--- src/lpad_pkg.sv ---
// How it works
// - The individual target address comes from six strapping pins, so 64 values can be selected.
// - The lowest bit of the address byte gives the direction: one means read, zero means write.
// - The broadcast address resets to E0h and is enabled, so E0h and E1h are acknowledged.
// - The three group addresses reset to E2h, E4h and E8h.
// - All group addresses start disabled, and a disabled group address is not acknowledged.
// - The broadcast and group addresses are written over the bus, held in flops, and reset to their defaults.
// - The general call address is acknowledged only with the direction bit at zero.
// - A software reset acts like power-on reset: all registers go to default and the LED outputs go low.
// - Reserved addresses picked by the straps are decoded and acknowledged like any other address.
// - After an address other than general call is acknowledged in a write, the next byte is stored as the register pointer.
// - An active-low enable input gates all sixteen LED outputs.
package lpad_pkg;
  localparam logic [7:0] PTR_MODE = 8'h00;
  localparam logic [7:0] PTR_GRP1 = 8'h02;
  localparam logic [7:0] PTR_GRP2 = 8'h03;
  localparam logic [7:0] PTR_GRP3 = 8'h04;
  localparam logic [7:0] PTR_BCAST = 8'h05;
  localparam logic [7:0] PTR_RESET = 8'h00;
  localparam logic [7:0] BCAST_DEFAULT = 8'hE0;
  localparam logic [7:0] GRP1_DEFAULT = 8'hE2;
  localparam logic [7:0] GRP2_DEFAULT = 8'hE4;
  localparam logic [7:0] GRP3_DEFAULT = 8'hE8;
  localparam logic [7:0] GC_ADDR_BYTE = 8'h00;
  localparam logic [7:0] GC_RESET_BYTE = 8'h06;
  localparam logic STRAP_MSB = 1'b1;
  localparam int EN_BCAST_BIT = 0;
  localparam int EN_GRP3_BIT = 1;
  localparam int EN_GRP2_BIT = 2;
  localparam int EN_GRP1_BIT = 3;
  localparam logic [3:0] EN_DEFAULT = 4'h1;
  localparam logic [3:0] BITS_PER_BYTE = 4'h8;
  localparam logic [3:0] TX_LAST_BIT = 4'h7;
  localparam logic [3:0] TXACK_SEEN = 4'h1;
  localparam int LED_COUNT = 16;
  localparam int STRAP_COUNT = 6;

  typedef enum logic [2:0] {ST_IDLE, ST_RX, ST_ACK, ST_TX, ST_TXACK} lpad_state_type;
  typedef enum logic [1:0] {PH_ADDR, PH_PTR, PH_DATA, PH_GC} lpad_phase_type;
endpackage

--- src/lpad_sync_if.sv ---
`timescale 1ns/1ns
interface lpad_sync_if #(parameter int W = 1);
  logic [W-1:0] raw;
  logic [W-1:0] clean;
  modport filt(input raw, output clean);
  modport user(output raw, input clean);
endinterface

--- src/lpad_sync.sv ---
`timescale 1ns/1ns
module lpad_sync #(
  parameter int W = 1,
  parameter logic [W-1:0] INIT = '0
) (
  input wire logic clk,
  input wire logic rst_n,
  lpad_sync_if.filt port
);
  logic [W-1:0] s1_q, s2_q, s3_q, clean_q;
  logic [W-1:0] clean_d;

  // change only counts once the second and third stages agree
  always_comb begin
    clean_d = clean_q;
    for (int i = 0; i < W; i++) begin
      if (s2_q[i] == s3_q[i]) begin
        clean_d[i] = s3_q[i];
      end
    end
  end

  always_ff @(posedge clk or negedge rst_n) begin
    if (!rst_n) begin
      s1_q <= INIT;
      s2_q <= INIT;
      s3_q <= INIT;
      clean_q <= INIT;
    end else begin
      s1_q <= port.raw;
      s2_q <= s1_q;
      s3_q <= s2_q;
      clean_q <= clean_d;
    end
  end

  assign port.clean = clean_q;
endmodule

--- src/lpad_top.sv ---
`timescale 1ns/1ns
module lpad_top (
  input wire logic CLOCK,
  input wire logic RSTN,
  input wire logic SCL,
  input wire logic SDA_IN,
  output logic SDA_OUT,
  output logic SDA_OE,
  input wire logic STRAP_ADDR_BIT_0,
  input wire logic STRAP_ADDR_BIT_1,
  input wire logic STRAP_ADDR_BIT_2,
  input wire logic STRAP_ADDR_BIT_3,
  input wire logic STRAP_ADDR_BIT_4,
  input wire logic STRAP_ADDR_BIT_5,
  input wire logic OUTPUT_ENABLE_N,
  input wire logic AUTO_INC,
  input wire logic [15:0] LED_LEVEL,
  input wire logic [7:0] RD_DATA,
  output logic [15:0] PWM_OUTPUT_N,
  output logic [7:0] REG_PTR,
  output logic [7:0] WR_ADDR,
  output logic [7:0] WR_DATA,
  output logic WR_STROBE,
  output logic SOFT_RESET
);
  // ************************************************
  // input synchronisers
  // ************************************************
  lpad_sync_if #(.W(2)) bus_if ();
  lpad_sync_if #(.W(lpad_pkg::STRAP_COUNT)) strap_if ();
  lpad_sync_if #(.W(1)) oe_if ();

  assign bus_if.raw = {SCL, SDA_IN};
  assign strap_if.raw = {STRAP_ADDR_BIT_5, STRAP_ADDR_BIT_4, STRAP_ADDR_BIT_3,
                         STRAP_ADDR_BIT_2, STRAP_ADDR_BIT_1, STRAP_ADDR_BIT_0};
  assign oe_if.raw = OUTPUT_ENABLE_N;
  // idle bus is high, so start both lines high to avoid a false start
  lpad_sync #(.W(2), .INIT(2'h3)) u_sync_bus (
    .clk(CLOCK), .rst_n(RSTN), .port(bus_if));
  lpad_sync #(.W(lpad_pkg::STRAP_COUNT), .INIT(6'h00)) u_sync_strap (
    .clk(CLOCK), .rst_n(RSTN), .port(strap_if));
  lpad_sync #(.W(1), .INIT(1'h1)) u_sync_oe (
    .clk(CLOCK), .rst_n(RSTN), .port(oe_if));
  logic scl, sda;
  assign {scl, sda} = bus_if.clean;

  // ************************************************
  // state
  // ************************************************
  lpad_pkg::lpad_state_type state_q, state_d;
  lpad_pkg::lpad_phase_type phase_q, phase_d;
  logic [3:0] cnt_q, cnt_d;
  logic [7:0] sh_q, sh_d;
  logic sda_oe_q, sda_oe_d;
  logic [7:0] ptr_q, ptr_d, bcast_q, bcast_d;
  logic [7:0] grp1_q, grp1_d, grp2_q, grp2_d, grp3_q, grp3_d;
  logic [3:0] en_q, en_d;
  logic [15:0] led_q, led_d;
  logic [7:0] wr_addr_q, wr_addr_d, wr_data_q, wr_data_d;
  logic wr_strobe_q, wr_strobe_d, soft_q, soft_d;
  logic scl_prev_q, sda_prev_q, sda_out_q;
  logic scl_rise, scl_fall, start_cond, stop_cond;
  assign scl_rise = scl & ~scl_prev_q;
  assign scl_fall = ~scl & scl_prev_q;
  assign start_cond = scl & scl_prev_q & sda_prev_q & ~sda;
  assign stop_cond = scl & scl_prev_q & ~sda_prev_q & sda;

  logic [6:0] own_addr;
  logic own_hit, bcast_hit, grp_hit, gc_hit, addr_hit;
  assign own_addr = {lpad_pkg::STRAP_MSB, strap_if.clean};
  assign own_hit = sh_q[7:1] == own_addr;
  assign bcast_hit = en_q[lpad_pkg::EN_BCAST_BIT] && sh_q[7:1] == bcast_q[7:1];
  assign grp_hit = (en_q[lpad_pkg::EN_GRP1_BIT] && sh_q[7:1] == grp1_q[7:1])
                || (en_q[lpad_pkg::EN_GRP2_BIT] && sh_q[7:1] == grp2_q[7:1])
                || (en_q[lpad_pkg::EN_GRP3_BIT] && sh_q[7:1] == grp3_q[7:1]);
  assign gc_hit = sh_q == lpad_pkg::GC_ADDR_BYTE;
  assign addr_hit = own_hit | bcast_hit | grp_hit | gc_hit;

  logic [7:0] rd_byte, ptr_inc;
  always_comb begin
    case (ptr_q)
      lpad_pkg::PTR_MODE: rd_byte = {4'h0, en_q};
      lpad_pkg::PTR_GRP1: rd_byte = grp1_q;
      lpad_pkg::PTR_GRP2: rd_byte = grp2_q;
      lpad_pkg::PTR_GRP3: rd_byte = grp3_q;
      lpad_pkg::PTR_BCAST: rd_byte = bcast_q;
      default: rd_byte = RD_DATA;
    endcase
  end

  assign ptr_inc = AUTO_INC ? ptr_q + 8'h01 : ptr_q;

  // ************************************************
  // next state
  // ************************************************
  always_comb begin
    state_d = state_q;
    phase_d = phase_q;
    cnt_d = cnt_q;
    sh_d = sh_q;
    sda_oe_d = sda_oe_q;
    ptr_d = ptr_q;
    bcast_d = bcast_q;
    grp1_d = grp1_q;
    grp2_d = grp2_q;
    grp3_d = grp3_q;
    en_d = en_q;
    wr_addr_d = wr_addr_q;
    wr_data_d = wr_data_q;
    wr_strobe_d = 1'b0;
    soft_d = 1'b0;
    led_d = oe_if.clean[0] ? 16'h0000 : LED_LEVEL;
    if (stop_cond) begin
      state_d = lpad_pkg::ST_IDLE;
      sda_oe_d = 1'b0;
    end else if (start_cond) begin
      state_d = lpad_pkg::ST_RX;
      phase_d = lpad_pkg::PH_ADDR;
      cnt_d = 4'h0;
      sda_oe_d = 1'b0;
    end else begin
      case (state_q)
        lpad_pkg::ST_RX: begin
          if (scl_rise && cnt_q != lpad_pkg::BITS_PER_BYTE) begin
            sh_d = {sh_q[6:0], sda};
            cnt_d = cnt_q + 4'h1;
          end else if (scl_fall && cnt_q == lpad_pkg::BITS_PER_BYTE) begin
            cnt_d = 4'h0;
            state_d = lpad_pkg::ST_IDLE;
            case (phase_q)
              lpad_pkg::PH_ADDR: begin
                if (addr_hit) begin
                  state_d = lpad_pkg::ST_ACK;
                  sda_oe_d = 1'b1;
                end
              end
              lpad_pkg::PH_PTR: begin
                ptr_d = sh_q;
                state_d = lpad_pkg::ST_ACK;
                sda_oe_d = 1'b1;
              end
              lpad_pkg::PH_DATA: begin
                state_d = lpad_pkg::ST_ACK;
                sda_oe_d = 1'b1;
                wr_strobe_d = 1'b1;
                wr_addr_d = ptr_q;
                wr_data_d = sh_q;
                ptr_d = ptr_inc;
                case (ptr_q)
                  lpad_pkg::PTR_MODE: en_d = sh_q[3:0];
                  lpad_pkg::PTR_GRP1: grp1_d = sh_q;
                  lpad_pkg::PTR_GRP2: grp2_d = sh_q;
                  lpad_pkg::PTR_GRP3: grp3_d = sh_q;
                  lpad_pkg::PTR_BCAST: bcast_d = sh_q;
                  default: ;
                endcase
              end
              lpad_pkg::PH_GC: begin
                if (sh_q == lpad_pkg::GC_RESET_BYTE) begin
                  state_d = lpad_pkg::ST_ACK;
                  sda_oe_d = 1'b1;
                  soft_d = 1'b1;
                  ptr_d = lpad_pkg::PTR_RESET;
                  bcast_d = lpad_pkg::BCAST_DEFAULT;
                  grp1_d = lpad_pkg::GRP1_DEFAULT;
                  grp2_d = lpad_pkg::GRP2_DEFAULT;
                  grp3_d = lpad_pkg::GRP3_DEFAULT;
                  en_d = lpad_pkg::EN_DEFAULT;
                  led_d = 16'h0000;
                end
              end
              default: ;
            endcase
          end
        end
        lpad_pkg::ST_ACK: begin
          if (scl_fall) begin
            sda_oe_d = 1'b0;
            state_d = lpad_pkg::ST_RX;
            cnt_d = 4'h0;
            case (phase_q)
              lpad_pkg::PH_ADDR: begin
                if (gc_hit) begin
                  phase_d = lpad_pkg::PH_GC;
                end else if (sh_q[0]) begin
                  state_d = lpad_pkg::ST_TX;
                  sh_d = rd_byte;
                  sda_oe_d = ~rd_byte[7];
                end else begin
                  phase_d = lpad_pkg::PH_PTR;
                end
              end
              lpad_pkg::PH_PTR: phase_d = lpad_pkg::PH_DATA;
              lpad_pkg::PH_DATA: phase_d = lpad_pkg::PH_DATA;
              default: state_d = lpad_pkg::ST_IDLE;
            endcase
          end
        end
        lpad_pkg::ST_TX: begin
          if (scl_fall) begin
            if (cnt_q == lpad_pkg::TX_LAST_BIT) begin
              sda_oe_d = 1'b0;
              cnt_d = 4'h0;
              state_d = lpad_pkg::ST_TXACK;
            end else begin
              cnt_d = cnt_q + 4'h1;
              sh_d = {sh_q[6:0], 1'b0};
              sda_oe_d = ~sh_q[6];
            end
          end
        end
        lpad_pkg::ST_TXACK: begin
          if (scl_rise) begin
            if (sda) begin
              state_d = lpad_pkg::ST_IDLE;
            end else begin
              ptr_d = ptr_inc;
              cnt_d = lpad_pkg::TXACK_SEEN;
            end
          end else if (scl_fall && cnt_q == lpad_pkg::TXACK_SEEN) begin
            state_d = lpad_pkg::ST_TX;
            cnt_d = 4'h0;
            sh_d = rd_byte;
            sda_oe_d = ~rd_byte[7];
          end
        end
        default: ;
      endcase
    end
  end

  // ************************************************
  // registers
  // ************************************************
  always_ff @(posedge CLOCK or negedge RSTN) begin
    if (!RSTN) begin
      state_q <= lpad_pkg::ST_IDLE;
      phase_q <= lpad_pkg::PH_ADDR;
      cnt_q <= 4'h0;
      sh_q <= 8'h00;
      sda_oe_q <= 1'b0;
      ptr_q <= lpad_pkg::PTR_RESET;
      bcast_q <= lpad_pkg::BCAST_DEFAULT;
      grp1_q <= lpad_pkg::GRP1_DEFAULT;
      grp2_q <= lpad_pkg::GRP2_DEFAULT;
      grp3_q <= lpad_pkg::GRP3_DEFAULT;
      en_q <= lpad_pkg::EN_DEFAULT;
      led_q <= 16'h0000;
      wr_addr_q <= 8'h00;
      wr_data_q <= 8'h00;
      wr_strobe_q <= 1'b0;
      soft_q <= 1'b0;
      scl_prev_q <= 1'b1;
      sda_prev_q <= 1'b1;
      sda_out_q <= 1'b0;
    end else begin
      state_q <= state_d;
      phase_q <= phase_d;
      cnt_q <= cnt_d;
      sh_q <= sh_d;
      sda_oe_q <= sda_oe_d;
      ptr_q <= ptr_d;
      bcast_q <= bcast_d;
      grp1_q <= grp1_d;
      grp2_q <= grp2_d;
      grp3_q <= grp3_d;
      en_q <= en_d;
      led_q <= led_d;
      wr_addr_q <= wr_addr_d;
      wr_data_q <= wr_data_d;
      wr_strobe_q <= wr_strobe_d;
      soft_q <= soft_d;
      scl_prev_q <= scl;
      sda_prev_q <= sda;
      sda_out_q <= 1'b0;
    end
  end

  // open drain: the data flop stays low, only the enable moves
  assign SDA_OUT = sda_out_q;
  assign SDA_OE = sda_oe_q;
  assign PWM_OUTPUT_N = led_q;
  assign REG_PTR = ptr_q;
  assign WR_ADDR = wr_addr_q;
  assign WR_DATA = wr_data_q;
  assign WR_STROBE = wr_strobe_q;
  assign SOFT_RESET = soft_q;
endmodule
--- config.mk ---
export PLATFORM = sky130hd
export DESIGN_NAME = lpad_top
export DESIGN_NICKNAME = d
export VERILOG_FILES = /design/src/lpad_pkg.sv /design/src/lpad_sync_if.sv /design/src/lpad_sync.sv /design/src/lpad_top.sv
export SDC_FILE = /design/constraint.sdc
export NUM_CORES = 1
export LEC_CHECK = 0
export BUFFER_PORTS_ARGS = -buffer_cell sky130_fd_sc_hd__buf_2
export CORE_MARGIN = 1.5
export CORE_UTILIZATION = 50
export DETAILED_ROUTE_END_ITERATION = 12
export PLACE_DENSITY = 0.7
export SLEW_MARGIN = 20
export SYNTH_ARGS = -nofsm -noshare
export SYNTH_HDL_FRONTEND = slang
export SYNTH_SLANG_ARGS = --single-unit
export TNS_END_PERCENT = 20
--- constraint.sdc ---
create_clock -name CLOCK -period 3.7 [get_ports CLOCK]
set_input_delay 0.74 -clock CLOCK [delete_from_list [all_inputs] [get_ports CLOCK]]
set_output_delay 0.74 -clock CLOCK [all_outputs]
set_load 0.01 [all_outputs]
; ---- After elaboration in Yosys (flattened, before gate mapping)
; Cells that the tools add are included.
[op_classes]
bitwise_logic = 19
n_reduce_logical = 34
n_eq_ne = 68
n_mux = 104
addsub = 2
[op_table]
columns = operator, n
row1 = $mux 8, 23
row2 = $mux 16, 8
row3 = $pmux 8 s2, 5
row4 = $ne 4x4->1 const B, 13
row5 = $reduce_and 8->1, 6
row6 = $mux 4, 11
row7 = $pmux 8 s5, 1
row8 = $eq 7x7->1, 5
row9 = $pmux 8 s4, 1
row10 = $mux 3, 10
row11 = $ne 2x2->1 const B, 14
row12 = $mux 1, 27
row13 = $eq 8x3->1 const B, 3
row14 = $pmux 8 s3, 1
row15 = $mux 2, 9
row16 = $reduce_and 9->1, 2
row17 = $eq 8x2->1 const B, 2
row18 = $logic_not 8->1, 2
row19 = $pmux 4 s4, 1
row20 = $ne 5x5->1 const B, 3
row21 = $pmux 3 s4, 1
row22 = $reduce_and 12->1, 1
row23 = $reduce_and 11->1, 1
row24 = $ne 2x1->1 const B, 5
row25 = other kinds (33), 72
[totals]
elab_cells = 264
in_bits = 36
reg_bits = 134

; ---- Depth between registers and ports, before layout
; Gate-level depths: netlist (run 1).
[depth]
depth_word = 13
depth_mapped = 10
ltp_nobuf = 8

; ---- By module
; Synthesis (run 1) repeated with hierarchy kept, for this count alone.
[unflattened]
hier_cells = 580
area_unflattened_um2 = 6596.3
[modules_own_cells]
columns = mod, area_each_um2, cells_per_inst, n_inst
row1 = lpad_top, 5579.1, 535, 1
row2 = lpad_sync (u_sync_strap), 668.1, 30, 1
row3 = lpad_sync (u_sync_bus), 232.7, 10, 1
row4 = lpad_sync (u_sync_oe), 116.4, 5, 1

; ---- Worst setup path after synthesis (run 1)
; OpenSTA, ideal clock, no wires.
[synth_path]
path_kind = reg-to-reg
start = register ptr_q[0] (netlist: REG_PTR[0])
end = register sh_q[7]
arrival_ps = 2153
stages_incl_launch_ff = 9
t_required_ps = 3575
setup_ps = 125
path_buffers = 1
period_less_slack_ps = 2278
path_slack_ps = 1422
cell_sequence = dfrtp_1 -> inv_1 -> ha_1 -> buf_2 -> or4_1 -> o311ai_4 -> mux2i_1 -> o21ai_0 -> mux2_2
[synth_between]
elab_chain_len = 7
[synth_rtl]
columns = item, line_no
row1 = "start, declared", lpad_top.sv:55  ; logic [7:0] ptr_q, ptr_d, bcast_q, bcast_d;
row2 = "start signal, assigned", lpad_top.sv:242  ; ptr_q <= lpad_pkg::PTR_RESET;
row3 = "start signal, assigned", lpad_top.sv:262  ; ptr_q <= ptr_d;
row4 = "$eq 8x3->1, or another cell as far along", lpad_top.sv:81  ; case (ptr_q)
row5 = $pmux 8 s5 *, lpad_top.sv:81
row6 = $mux 8, lpad_top.sv:185  ; end else if (sh_q[0]) begin
row7 = $mux 8, lpad_top.sv:183  ; if (gc_hit) begin
row8 = $mux 8, lpad_top.sv:181  ; case (phase_q)
row9 = $mux 8, lpad_top.sv:177  ; if (scl_fall) begin
row10 = $pmux 8 s4 *, lpad_top.sv:122  ; case (state_q)
row11 = "end signal, assigned", lpad_top.sv:240  ; sh_q <= 8'h00;
row12 = "end signal, assigned", lpad_top.sv:260  ; sh_q <= sh_d;
row13 = "end, declared", lpad_top.sv:53  ; logic [7:0] sh_q, sh_d;
; Mark *: on every way between the ends. The rest lies on a longest branch, timed or not. The select of a mux whose other input is x is not followed.
; A chain may end at the register's enable or synchronous reset.

; ---- Worst setup path in the final report (run 1)
[layout_path]
start = register scl_prev_q
end = register grp1_q[2]
[layout_between]
elab_chain_len = 5
[layout_rtl]
columns = item, line_no
row1 = "start, declared", lpad_top.sv:61  ; logic scl_prev_q, sda_prev_q, sda_out_q;
row2 = "start signal, assigned", lpad_top.sv:273  ; scl_prev_q <= scl;
row3 = $and 1x1->1 / $not 1->1 (equally long branches), "lpad_top.sv:65, lpad_top.sv:66, lpad_top.sv:63"
row4 = "$and 1x1->1, on equally long branches", "lpad_top.sv:65, lpad_top.sv:63, lpad_top.sv:66"
row5 = "$and 1x1->1, or another cell as far along", lpad_top.sv:65  ; assign start_cond = scl & scl_prev_q & sda_prev_q & ~sda;
row6 = $not 1->1 (no line), n/a
row7 = $reduce_and 8->1 (no line) *, n/a
row8 = "end signal, assigned", lpad_top.sv:244  ; grp1_q <= lpad_pkg::GRP1_DEFAULT;
row9 = "end signal, assigned", lpad_top.sv:264  ; grp1_q <= grp1_d;
row10 = "end, declared", lpad_top.sv:56  ; logic [7:0] grp1_q, grp1_d, grp2_q, grp2_d, grp3_q, grp3_d;
; Mark *: on every way between the ends. The rest lies on a longest branch, timed or not.

==> summary.txt, run 1 <==
Run status
  • Outcome: complete, no violations

STA
  • Final hold violation count: 0
  • Min Tclk post-route: 2.820 ns
  • Tcrit/Tclk final: 76.22%
  • Least-Margin Pin Slew: around 0.9 ns
  • Slew Limit Fails: 0
  • Clock Skews: 0.008828 ns
  • Worst slew margin: 38.97%
  • TNS Setup: 0 ns
  • Final setup viols: 0
  • Max Fclk: 354.6 MHz
  • RSZ-0062 raised after global routing: no

Yosys
  • Syn nets: 644
  • Synth area leader: dfrtp_1
  • Post-synth EDFFs: 0
  • Area of the mapped netlist: ~6600 sq um
  • Post-synth top flop: dfrtp_1
  • Post-synth cell types: 64
  • Synth warnings: 0
  • Sequential area share after synthesis: 51.25%
  • Asr flop ratio synth: 100.0%
  • Top cell type's share of synthesized area: 39.33%
  • Yosys reg bits: 134
  • Synth area leaders: dfrtp_1, dfstp_2, mux2_2
  • Gate Count Post-Synth: 598
  • Synthesized area per cell: 11.06 sq um

Drt
  • Iter 0 DRT Violations: 387
  • TritonRoute pass-1 iters: 5
  • Via count: 5,048
  • Vias per inst: 5.946
  • DR WL/cell: 18.74 um
  • ANT nets after route: 0
  • Final wirelength: 15.91 mm
  • Drc violations: 0

Run
  • Number of max-cap violations: 0

Placement
  • DP Wirelength: 10.63 mm
  • Port bufs: 78
  • GPL Wtd Cong: 0.9165
  • Inst Count DP: around 800
  • Placed cell area: 7102 sq um

Floorplan
  • Die Width: 118.0 um
  • Core ar.: 12,770 sq um
  • Initial Util: 51.80%
  • Ports: 80
  • Die area: ~14,000 sq um
  • DIE HEIGHT: 118.0 um
  • Row cnt: a little over 40

Worst setup path
  • WP buf/inv: 0
  • Setup crit end: grp1_q[2]$_DFFE_PN0P_
  • Instance count on the critical path: 4
  • CP Launch Type: register
  • Slowest stage cell on the critical path: nor3b_4
  • CP Data Arrival Time: approximately 3.1 ns
  • Crit Path Max Fanout: 10
  • RR Endpoint: grp1_q[2]$_DFFE_PN0P_
  • Flop2flop setup slack: 0.88 ns
  • Setup crit start: scl_prev_q$_DFF_PN1_
  • Worst reg2reg path startpoint: scl_prev_q$_DFF_PN1_
  • Crit-path max cell delay: 0.65 ns
  • Crit. End Element: register
  • Setup CP Type: reg2reg
  • CP Data Required Time: around 4.0 ns
  • Crit path cell chain: nor2b_1 -> nand3_1 -> nor3b_4 -> mux2_2
  • Top Family by Delay on Critical Path: simple AND/OR/NAND/NOR gates
  • Worst reg-to-reg path cell count: 4

Pwr
  • Leak: 3.387 nW
  • Max IR drop VDD: 0.5581 mV
  • Pwr/cell area: 724.8 nW/um^2
  • Total design power: 5.567 mW

GRT
  • Initial antenna violation count: 0
  • Vias in the first global route: 4,894
  • Largest net degree at the start of global routing: 99
  • First-pass GRT wire length: 26.28 mm
  • Gr usage total: 24.16%
  • Gr ovfl total: 0

CTS
  • CTS tree: yes
  • Post-CTS sizing: 0
  • Clock sink total: 134
  • Clock latency at the later pin of the worst-skew pair: approximately 0.43 ns
  • CTS buffer count: 17
  • Reg clk slew, reported paths: 0.07 ns
  • Hold-fix buffers at CTS: 0
  • Longest Clk Path Bufs: 2
  • Root Driver: clkbuf_16
  • Postcts setup bufs: 0
  • H-tree depth: 4

Final layout
  • Layout cell share with drive strength beyond 1: 31.61%
  • Fillers: approximately 1,000
  • Area grow syn2layout: 16.07%
  • ANT cells: 0
  • Cell area after layout: ~7700 sq um
  • Fin cells: approximately 850
  • Post-layout net count: 710

Worst hold path
  • Min-Delay Path Class: reg2reg
-- report_power, final --
part	leakage, nW	total, mW	switching (mW)	internal (mW)
clock	0.282	1.66	0.700	0.961
sequential	1.65	2.02	0.382	1.64
combinational	1.45	1.89	1.14	0.749
-- worst min-delay path by stage --
stage,start,endpoint,slack [ns],cells past startpoint
global placement,u_sync_strap.s1_q[3]$_DFF_PN0_,u_sync_strap.s2_q[3]$_DFF_PN0_,0.33,0
global route,u_sync_oe.s1_q$_DFF_PN1_,u_sync_oe.s2_q$_DFF_PN1_,0.36,0
CTS,u_sync_strap.s1_q[3]$_DFF_PN0_,u_sync_strap.s2_q[3]$_DFF_PN0_,0.35,0
detailed placement,u_sync_strap.s1_q[3]$_DFF_PN0_,u_sync_strap.s2_q[3]$_DFF_PN0_,0.33,0
floorplan,u_sync_strap.s1_q[0]$_DFF_PN0_,u_sync_strap.s2_q[0]$_DFF_PN0_,0.33,0
finish,u_sync_strap.s1_q[3]$_DFF_PN0_,u_sync_strap.s2_q[3]$_DFF_PN0_,0.35,0
-- placed cells by master, fill, tap and decap left out, types with 10 or more instances in the layout --
master and count:
a22oi_1 15, nor2_1 32, dfstp_2 30, and2_1 18
nand4_1 12, buf_2 77, clkbuf_16 17, nand3_1 16
o21ai_0 35, nand2_1 36, inv_1 18, ha_1 10
a21oi_1 36, xnor2_1 31, mux2_2 54, dfrtp_1 104
-- per-stage QoR --
step	util (%)	setup WS, ns	hold WS, ns
3_5_place_dp	55.60	0.9683	0.3347
4_1_cts	60.12	0.9515	0.3483
5_1_grt	60.12	0.7825	0.3588
2_1_floorplan	-	1.422	0.3312
3_3_place_gp	55.60	1.051	0.3335
6_report	60.12	0.8799	0.3470
-- metal layers --
metal	share of wire, %	vias up	track usage [%]
li1	-	2272	-
met1	45	2508	33.87
met3	7.5	33	6.153
met4	2.0	0	9.070
met2	46	235	36.18
met5	0	-	0
-- cells in the mapped netlist (14+ instances only) --
library cell and instances:
dfrtp_1 104, mux2_2 54, a21oi_1 36, nand2_1 36
o21ai_0 35, nor2_1 32, xnor2_1 31, dfstp_2 30
and2_1 18, inv_1 18, nand3_1 16, a22oi_1 15
clkbuf_1 15, buf_2 14
-- logic make-up (layout without fill, tap and decap cells) --
logic type               Yosys count  count (layout)  share of synthesized area, %
AND/OR/NAND/NOR                  161             161                         13.63
AO/OA/AOI/OAI                    138             138                         13.96
flip-flops                       134             134                         51.25
multiplexers                      57              57                         9.644
buffers and inverters             53             132                         3.574
XOR/XNOR                          35              35                         4.633
adder cells (fa/ha/maj)           19              19                         3.253
other                              1               1                       0.05668
-- state kept, by name, summed over array words and instances (netlist names), 3 cells and up --
signal and count:
PWM_OUTPUT_N 16, REG_PTR 8, WR_ADDR 8, WR_DATA 8
bcast_q 8, cnt_q 4, en_q 4, grp1_q 8
grp2_q 8, grp3_q 8, sh_q 8, state_q 3
u_sync_strap.port.clean 6, u_sync_strap.s1_q 6, u_sync_strap.s2_q 6, u_sync_strap.s3_q 6
-- worst register-to-register path: cells and delay by family (launching register included) --
| kind | cells | cell delay, ns |
|---|---|---|
| and+or+nand+nor | 3 | 1.67 |
| DFF | 1 | 0.60 |
| muxes | 1 | 0.42 |
-- layout make-up --
class	instances	area (sq um)	share of cell area (%)
sequential	134	3391	44.15
multi-input combinational	411	2989	38.92
clock buffer	18	439.2	5.718
timing repair buffer	82	439.2	5.718
tap	172	215.2	2.802
clock inverter	14	138.9	1.808
inverter	18	67.56	0.8798
Note: power is estimated with default switching activity, not from simulation.
==> run 2, diff against run 1 <==
==> constraint.sdc (replaced) <==
create_clock -name CLOCK -period 2.7 [get_ports CLOCK]
set_input_delay 0.54 -clock CLOCK [delete_from_list [all_inputs] [get_ports CLOCK]]
set_output_delay 0.54 -clock CLOCK [all_outputs]
set_load 0.01 [all_outputs]
==> summary.txt, run 2 (same netlist as run 1, synthesis figures left out) <==
Run status
  • Outcome: complete, no violations

Pwr
  • Combinational share of power: 37.7% (+3.8 points)
  • Switching Fraction: 39.01% (-0.84 points)
  • Clock Power Share: 29.8% (about the same)
  • Psw: 3.076 mW (+39%)
  • Max IR drop VDD: 0.6488 mV (+16%)
  • Total design power: 7.884 mW (+42%)
  • Pwr/cell area: 987.8 nW/um^2 (+36%)
  • Reg power frac: 32.5% (-3.8 points)
  • Leak: 3.556 nW (+5.0%)
  • Int Pwr: 4.808 mW (+44%)

Drt
  • Via count: 5,125 (+1.5%)
  • Final wirelength: 16.20 mm (+1.8%)
  • DR WL/cell: 18.41 um (-1.8%)
  • Drc violations: 0 (unchanged)
  • TritonRoute pass-1 iters: 5 (unchanged)
  • Vias per inst: 5.824 (-2.1%)
  • ANT nets after route: 0 (unchanged)
  • Iter 0 DRT Violations: 400 (+3.4%)

Final layout
  • Leading cell type in the layout, fill and taps excluded: dfrtp_1
  • Layout cell share with drive strength beyond 1: 34.60% (+3.0 points)
  • Fin cells: 880 (+3.7%)
  • Fillers: 1,019 (-1.9%)
  • Area grow syn2layout: 20.63%
  • Cell area after layout: 7981 sq um (+3.9%)
  • Post-layout net count: 741 (+4.4%)
  • Fin util: 62.48% (+2.4 points)
  • ANT cells: 0 (unchanged)
  • Largest register FFs: 16 (unchanged)
  • Most frequent cells in the layout: dfrtp_1, buf_2, mux2_2, nand2_1, a21oi_1

Worst setup path
  • Worst reg-to-reg path cell count: 8 (+4)
  • Instance count on the critical path: 8 (+4)
  • CP Data Arrival Time: 2.82 ns (-0.31 ns)
  • Slowest stage cell on the critical path: dfrtp_1
  • Top Family by Delay on Critical Path: simple AND/OR/NAND/NOR gates
  • Setup crit start: cnt_q[0]$_DFFE_PN0P_
  • Crit Path Max Fanout: 7 (-3)
  • WP buf/inv: 1 (+1)
  • Crit path cell chain: inv_1 -> ha_1 -> and3b_1 -> o31ai_1 -> a31oi_1 -> nor3_1 -> and4_2 -> mux2_2
  • Setup CP Type: reg2reg
  • Worst reg2reg path startpoint: cnt_q[0]$_DFFE_PN0P_
  • CP Data Required Time: 3.01 ns (-1.00 ns)
  • CP Launch Type: register
  • Crit. End Element: register
  • Crit-path max cell delay: 0.44 ns (-0.21 ns)

STA
  • Final hold violation count: 0 (unchanged)
  • Slew Limit Fails: 0 (unchanged)
  • Worst slew margin: 55.29% (+16 points)
  • Worst Hold Slack: 0.06874 ns (-0.2783 ns)
  • TNS Setup: 0 ns (unchanged)
  • Clock Skews: 0.007349 ns (-0.001479 ns)
  • Final worst setup slack: 0.1891 ns (-0.6909 ns)
  • Least-Margin Pin Slew: 0.6681 ns (-0.2390 ns)
  • RSZ-0062 raised after global routing: no
  • Final setup viols: 0 (unchanged)
  • Min Tclk post-route: 2.511 ns (-0.3092 ns)
  • Tcrit/Tclk final: 93.00% (+17 points)
  • Max Fclk: 398.3 MHz (+12%)

Floorplan
  • Ports: 80 (unchanged)
  • Core ar.: 12,770 sq um (unchanged)
  • Die Width: 118.0 um (unchanged)
  • DIE HEIGHT: 118.0 um (unchanged)
  • Die area: 13,930 sq um (unchanged)
  • Row cnt: 41 (unchanged)
  • Initial Util: 51.80% (unchanged)

GRT
  • Vias in the first global route: 5,111 (+4.4%)
  • First-pass GRT wire length: 26.78 mm (+1.9%)
  • Largest net degree at the start of global routing: 60 (-39%)
  • Gr ovfl total: 0 (unchanged)
  • Initial antenna violation count: 0 (unchanged)
  • Gr usage total: 24.49% (+0.34 points)

Placement
  • GPL Wtd Cong: 0.8974 (-2.1%)
  • Dpl ws: 0.1939 ns (-0.7744 ns)
  • Port bufs: 78 (unchanged)
  • DP Wirelength: 11.40 mm (+7.2%)
  • Placed cell area: 7385 sq um (+4.0%)
  • Inst Count DP: 848 (+3.8%)

Worst hold path
  • Min-Delay Path Class: in2async

CTS
  • Clock latency at the later pin of the worst-skew pair: 0.43 ns (about the same)
  • H-tree depth: 4 (unchanged)
  • Reg clk slew, reported paths: 0.06 ns (about the same)
  • Postcts setup bufs: 0 (unchanged)
  • Longest Clk Path Bufs: 2 (unchanged)
  • CTS tree: yes
  • Root Driver: clkbuf_16
  • Clock sink total: 134 (unchanged)
  • CTS buffer count: 17 (unchanged)

Run
  • Number of max-cap violations: 0 (unchanged)
-- run 2: cell types whose count changed in the layout (fill, tap and decap cells not counted), sizes merged --
cell and delta:
inv -2, bufinv +1, buf +31, clkinv +1
-- run 2: routing by layer --
layer  GRT usage [%]  wire length (um)  vias to the layer above
met1           32.76              7072                     2584
met5               0                 0                        -
met4           8.384               212                        0
met3           5.669               985                       21
met2           39.33              7928                      183
li1                -                 -                     2337
-- run 2: power groups by stage --
stage	sequential, mW	combinational, mW	clock (mW)
after floorplan	2.50	2.07	0
after global placement	2.56	2.85	0
after detailed placement	2.58	2.91	0
after CTS	2.56	2.95	2.38
after global routing	2.60	3.25	2.46
final	2.56	2.98	2.35
-- run 2: what timing repair did --
action,4_1_cts,5_1_grt
gates resized for setup,0,1
endpoints found under the hold margin,0,0
hold buffers,0,0
setup endpoints to repair,0,7
-- run 2: area by class of cell --
class                      instances  area (sq um)  share of cell area (%)
clock buffer                      18         429.2                   5.377
clock inverter                    14         166.4                   2.085
inverter                          18         67.56                  0.8465
multi-input combinational        411          2990                   37.47
sequential                       134          3391                   42.48
tap                              172         215.2                   2.696
timing repair buffer             113         721.9                   9.045
-- run 2: path summary, 6_finish.rpt --
| kind | slack, ns | end |
|---|---|---|
| min in group CLOCK | 0.21 | u_sync_oe.s1_q$_DFF_PN1_ |
| max reg2reg | 0.19 | sh_q[2]$_DFFE_PN0P_ |
| max | 0.19 | sh_q[2]$_DFFE_PN0P_ |
| min reg2reg | 0.35 | u_sync_strap.s2_q[1]$_DFF_PN0_ |
| max in group asynchronous | 1.85 | grp1_q[6]$_DFFE_PN1P_ |
| min | 0.07 | WR_STROBE$_DFF_PN0_ |
-- run 2: worst register-to-register path, delay by kind of cell, from the launching register on --
kind / cells / cell delay, ns
simple gates: 3 / 0.97
flops: 1 / 0.44
mux: 1 / 0.37
compound gates: 2 / 0.32
fa+ha+maj: 1 / 0.19
buf+inv: 1 / 0.10
==> run 3, diff against run 2 <==
--- a/config.mk
+++ b/config.mk
@@ -7,9 +7,8 @@
 export LEC_CHECK = 0
 export BUFFER_PORTS_ARGS = -buffer_cell sky130_fd_sc_hd__buf_2
 export CORE_MARGIN = 1.5
-export CORE_UTILIZATION = 50
+export CORE_UTILIZATION = 37
 export DETAILED_ROUTE_END_ITERATION = 12
-export PLACE_DENSITY = 0.7
 export SLEW_MARGIN = 20
 export SYNTH_ARGS = -nofsm -noshare
 export SYNTH_HDL_FRONTEND = slang
==> summary.txt, run 3 (same netlist as run 1, synthesis figures left out) <==
Run status
  • Outcome: complete, no violations

Final layout
  • Most frequent cells in the layout: dfrtp_1, buf_2, mux2_2, nand2_1, a21oi_1
  • Fin cells: 926 (+5.2%)
  • Register Area: 3391 sq um (unchanged)
  • Leading cell type in the layout, fill and taps excluded: dfrtp_1
  • Area grow syn2layout: 20.90%
  • Fillers: 1,615 (+58%)
  • Multi-input combinational cell area: 2995 sq um (+0.17%)
  • Post-layout net count: 734 (-0.94%)
  • Layout cell share with drive strength beyond 1: 34.24% (-0.37 points)
  • Largest register FFs: 16 (unchanged)
  • ANT cells: 0 (unchanged)

GRT
  • Largest net degree at the start of global routing: 62 (+3.3%)
  • Gr usage total: 19.13% (-5.4 points)
  • GRT met1 Usage: 25.58% (-7.2 points)
  • Met3 global-route usage: 5.111% (-0.56 points)
  • Layer with the highest usage: met2
  • Vias in the first global route: 5,188 (+1.5%)
  • Initial antenna violation count: 0 (unchanged)
  • First-pass GRT wire length: 27.19 mm (+1.5%)
  • Met2 GRT Util: 30.12% (-9.2 points)
  • Gr ovfl total: 0 (unchanged)

Worst hold path
  • Min-Delay Path Class: in2async

Floorplan
  • DIE HEIGHT: 136.7 um (+16%)
  • Core ar.: 17,360 sq um (+36%)
  • Row cnt: 48 (+17%)
  • Die Width: 136.7 um (+16%)
  • Initial Util: 38.12% (-14 points)
  • Ports: 80 (unchanged)
  • Die area: 18,690 sq um (+34%)

Placement
  • DP Wirelength: 11.81 mm (+3.6%)
  • Port bufs: 78 (unchanged)
  • GPL Wtd Cong: 0.9080 (+1.2%)
  • Dpl ws: 0.1985 ns (+0.004584 ns)
  • Inst Count DP: 894 (+5.4%)

CTS
  • H-tree depth: 4 (unchanged)
  • Longest Clk Path Bufs: 2 (unchanged)
  • Clock sink total: 134 (unchanged)
  • Root Driver: clkbuf_16
  • CTS buffer count: 17 (unchanged)
  • Hold-fix buffers at CTS: 0 (unchanged)
  • CTS tree: yes
  • Reg clk slew, reported paths: 0.07 ns (about the same)
  • Postcts setup bufs: 0 (unchanged)
  • Clock latency at the later pin of the worst-skew pair: 0.43 ns (about the same)

Pwr
  • Max IR drop VDD: 0.4891 mV (-25%)
  • Pwr/cell area: 972.1 nW/um^2 (-1.6%)
  • Leak: 3.518 nW (-1.1%)
  • Total design power: 7.776 mW (-1.4%)

STA
  • Min Tclk post-route: 2.520 ns (+0.009485 ns)
  • Final worst setup slack: 0.1796 ns (-0.009485 ns)
  • RSZ-0062 raised after global routing: no
  • Final hold violation count: 0 (unchanged)
  • TNS Setup: 0 ns (unchanged)
  • Least-Margin Pin Slew: 0.7017 ns (+0.03361 ns)
  • Slew Limit Fails: 0 (unchanged)
  • Max Fclk: 396.8 MHz (-0.38%)
  • Clock Skews: 0.01183 ns (+0.004483 ns)
  • Final setup viols: 0 (unchanged)
  • Tcrit/Tclk final: 93.35% (+0.35 points)
  • Worst slew margin: 53.05% (-2.2 points)

Drt
  • Via count: 5,019 (-2.1%)
  • Final wirelength: 16.50 mm (+1.8%)
  • DR WL/cell: 17.81 um (-3.2%)
  • Drc violations: 0 (unchanged)
  • TritonRoute pass-1 iters: 8 (+3)
  • Vias per inst: 5.420 (-6.9%)
  • ANT nets after route: 0 (unchanged)
  • Iter 0 DRT Violations: 480 (+20%)

Worst setup path
  • CP Data Arrival Time: 2.83 ns (about the same)
  • Slowest stage cell on the critical path: and4_1
  • Crit. End Element: register
  • Crit Path Max Fanout: 7 (unchanged)
  • CP Launch Type: register
  • CP Data Required Time: 3.01 ns (about the same)
  • Setup CP Type: reg2reg
  • Crit path cell chain: inv_1 -> ha_1 -> and3b_1 -> o31ai_1 -> a31oi_1 -> nor3_1 -> and4_1 -> mux2_2
  • Crit-path max cell delay: 0.46 ns (+0.02 ns)

Run
  • Number of max-cap violations: 0 (unchanged)
run 3: metal layers:
metal	part of all wire, %	wire (um)
met5	0	0
met4	1.9	310
met3	6.8	1129
met2	46	7511
met1	46	7544
run 3: final timing paths:
path	from	to	slack, ns	depth (start not counted)
max	cnt_q[0]$_DFFE_PN0P_	sh_q[7]$_DFFE_PN0P_	0.18	8
min	RSTN	PWM_OUTPUT_N[6]$_DFF_PN0_	0.09	1
max reg2reg	cnt_q[0]$_DFFE_PN0P_	sh_q[7]$_DFFE_PN0P_	0.18	8
min reg2reg	u_sync_strap.s1_q[4]$_DFF_PN0_	u_sync_strap.s2_q[4]$_DFF_PN0_	0.35	0
max in group asynchronous	RSTN	WR_ADDR[6]$_DFFE_PN0P_	1.81	2
min in group CLOCK	SCL	u_sync_bus.s1_q[1]$_DFF_PN1_	0.21	1
run 3: critical path, delay by kind of cell (launching register included):
family | cells | cell delay (ns)
mux | 1 | 0.39
flops | 1 | 0.44
buf+inv | 1 | 0.10
compound gates | 2 | 0.28
fa+ha+maj | 1 | 0.19
simple gates | 3 | 1.00
run 3: what timing repair did:
item | CTS | global route
resized for setup | 0 | 2
endpoints found under the hold margin | 0 | 0
setup endpoints to repair | 0 | 1
run 3: where the power goes:
| part | internal (mW) | switching [mW] |
|---|---|---|
| clock network | 1.34 | 0.984 |
| logic | 1.12 | 1.72 |
| registers | 2.25 | 0.361 |
run 3: metrics by stage:
| stage | hold WS, ns | cell area [sq um] | util [%] |
|---|---|---|---|
| after detailed placement | 0.3347 | 7398 | 42.63 |
| after CTS | 0.1099 | 7993 | 46.05 |
| final | 0.09497 | 7999 | 46.09 |
| after floorplan | 0.2444 | 6616 | - |
| after global placement | 0.3332 | 7398 | 42.63 |
| after global routing | 0.1400 | 7999 | 46.09 |
run 3: final cells by class:
class | instances | area share, %
flip-flops and latches | 134 | 42.39
clock buffers | 18 | 5.490
repair buffers | 106 | 8.369
clock inverters | 14 | 1.940
multi-input cells | 411 | 37.45
inverters | 18 | 0.8447
well taps | 225 | 3.519
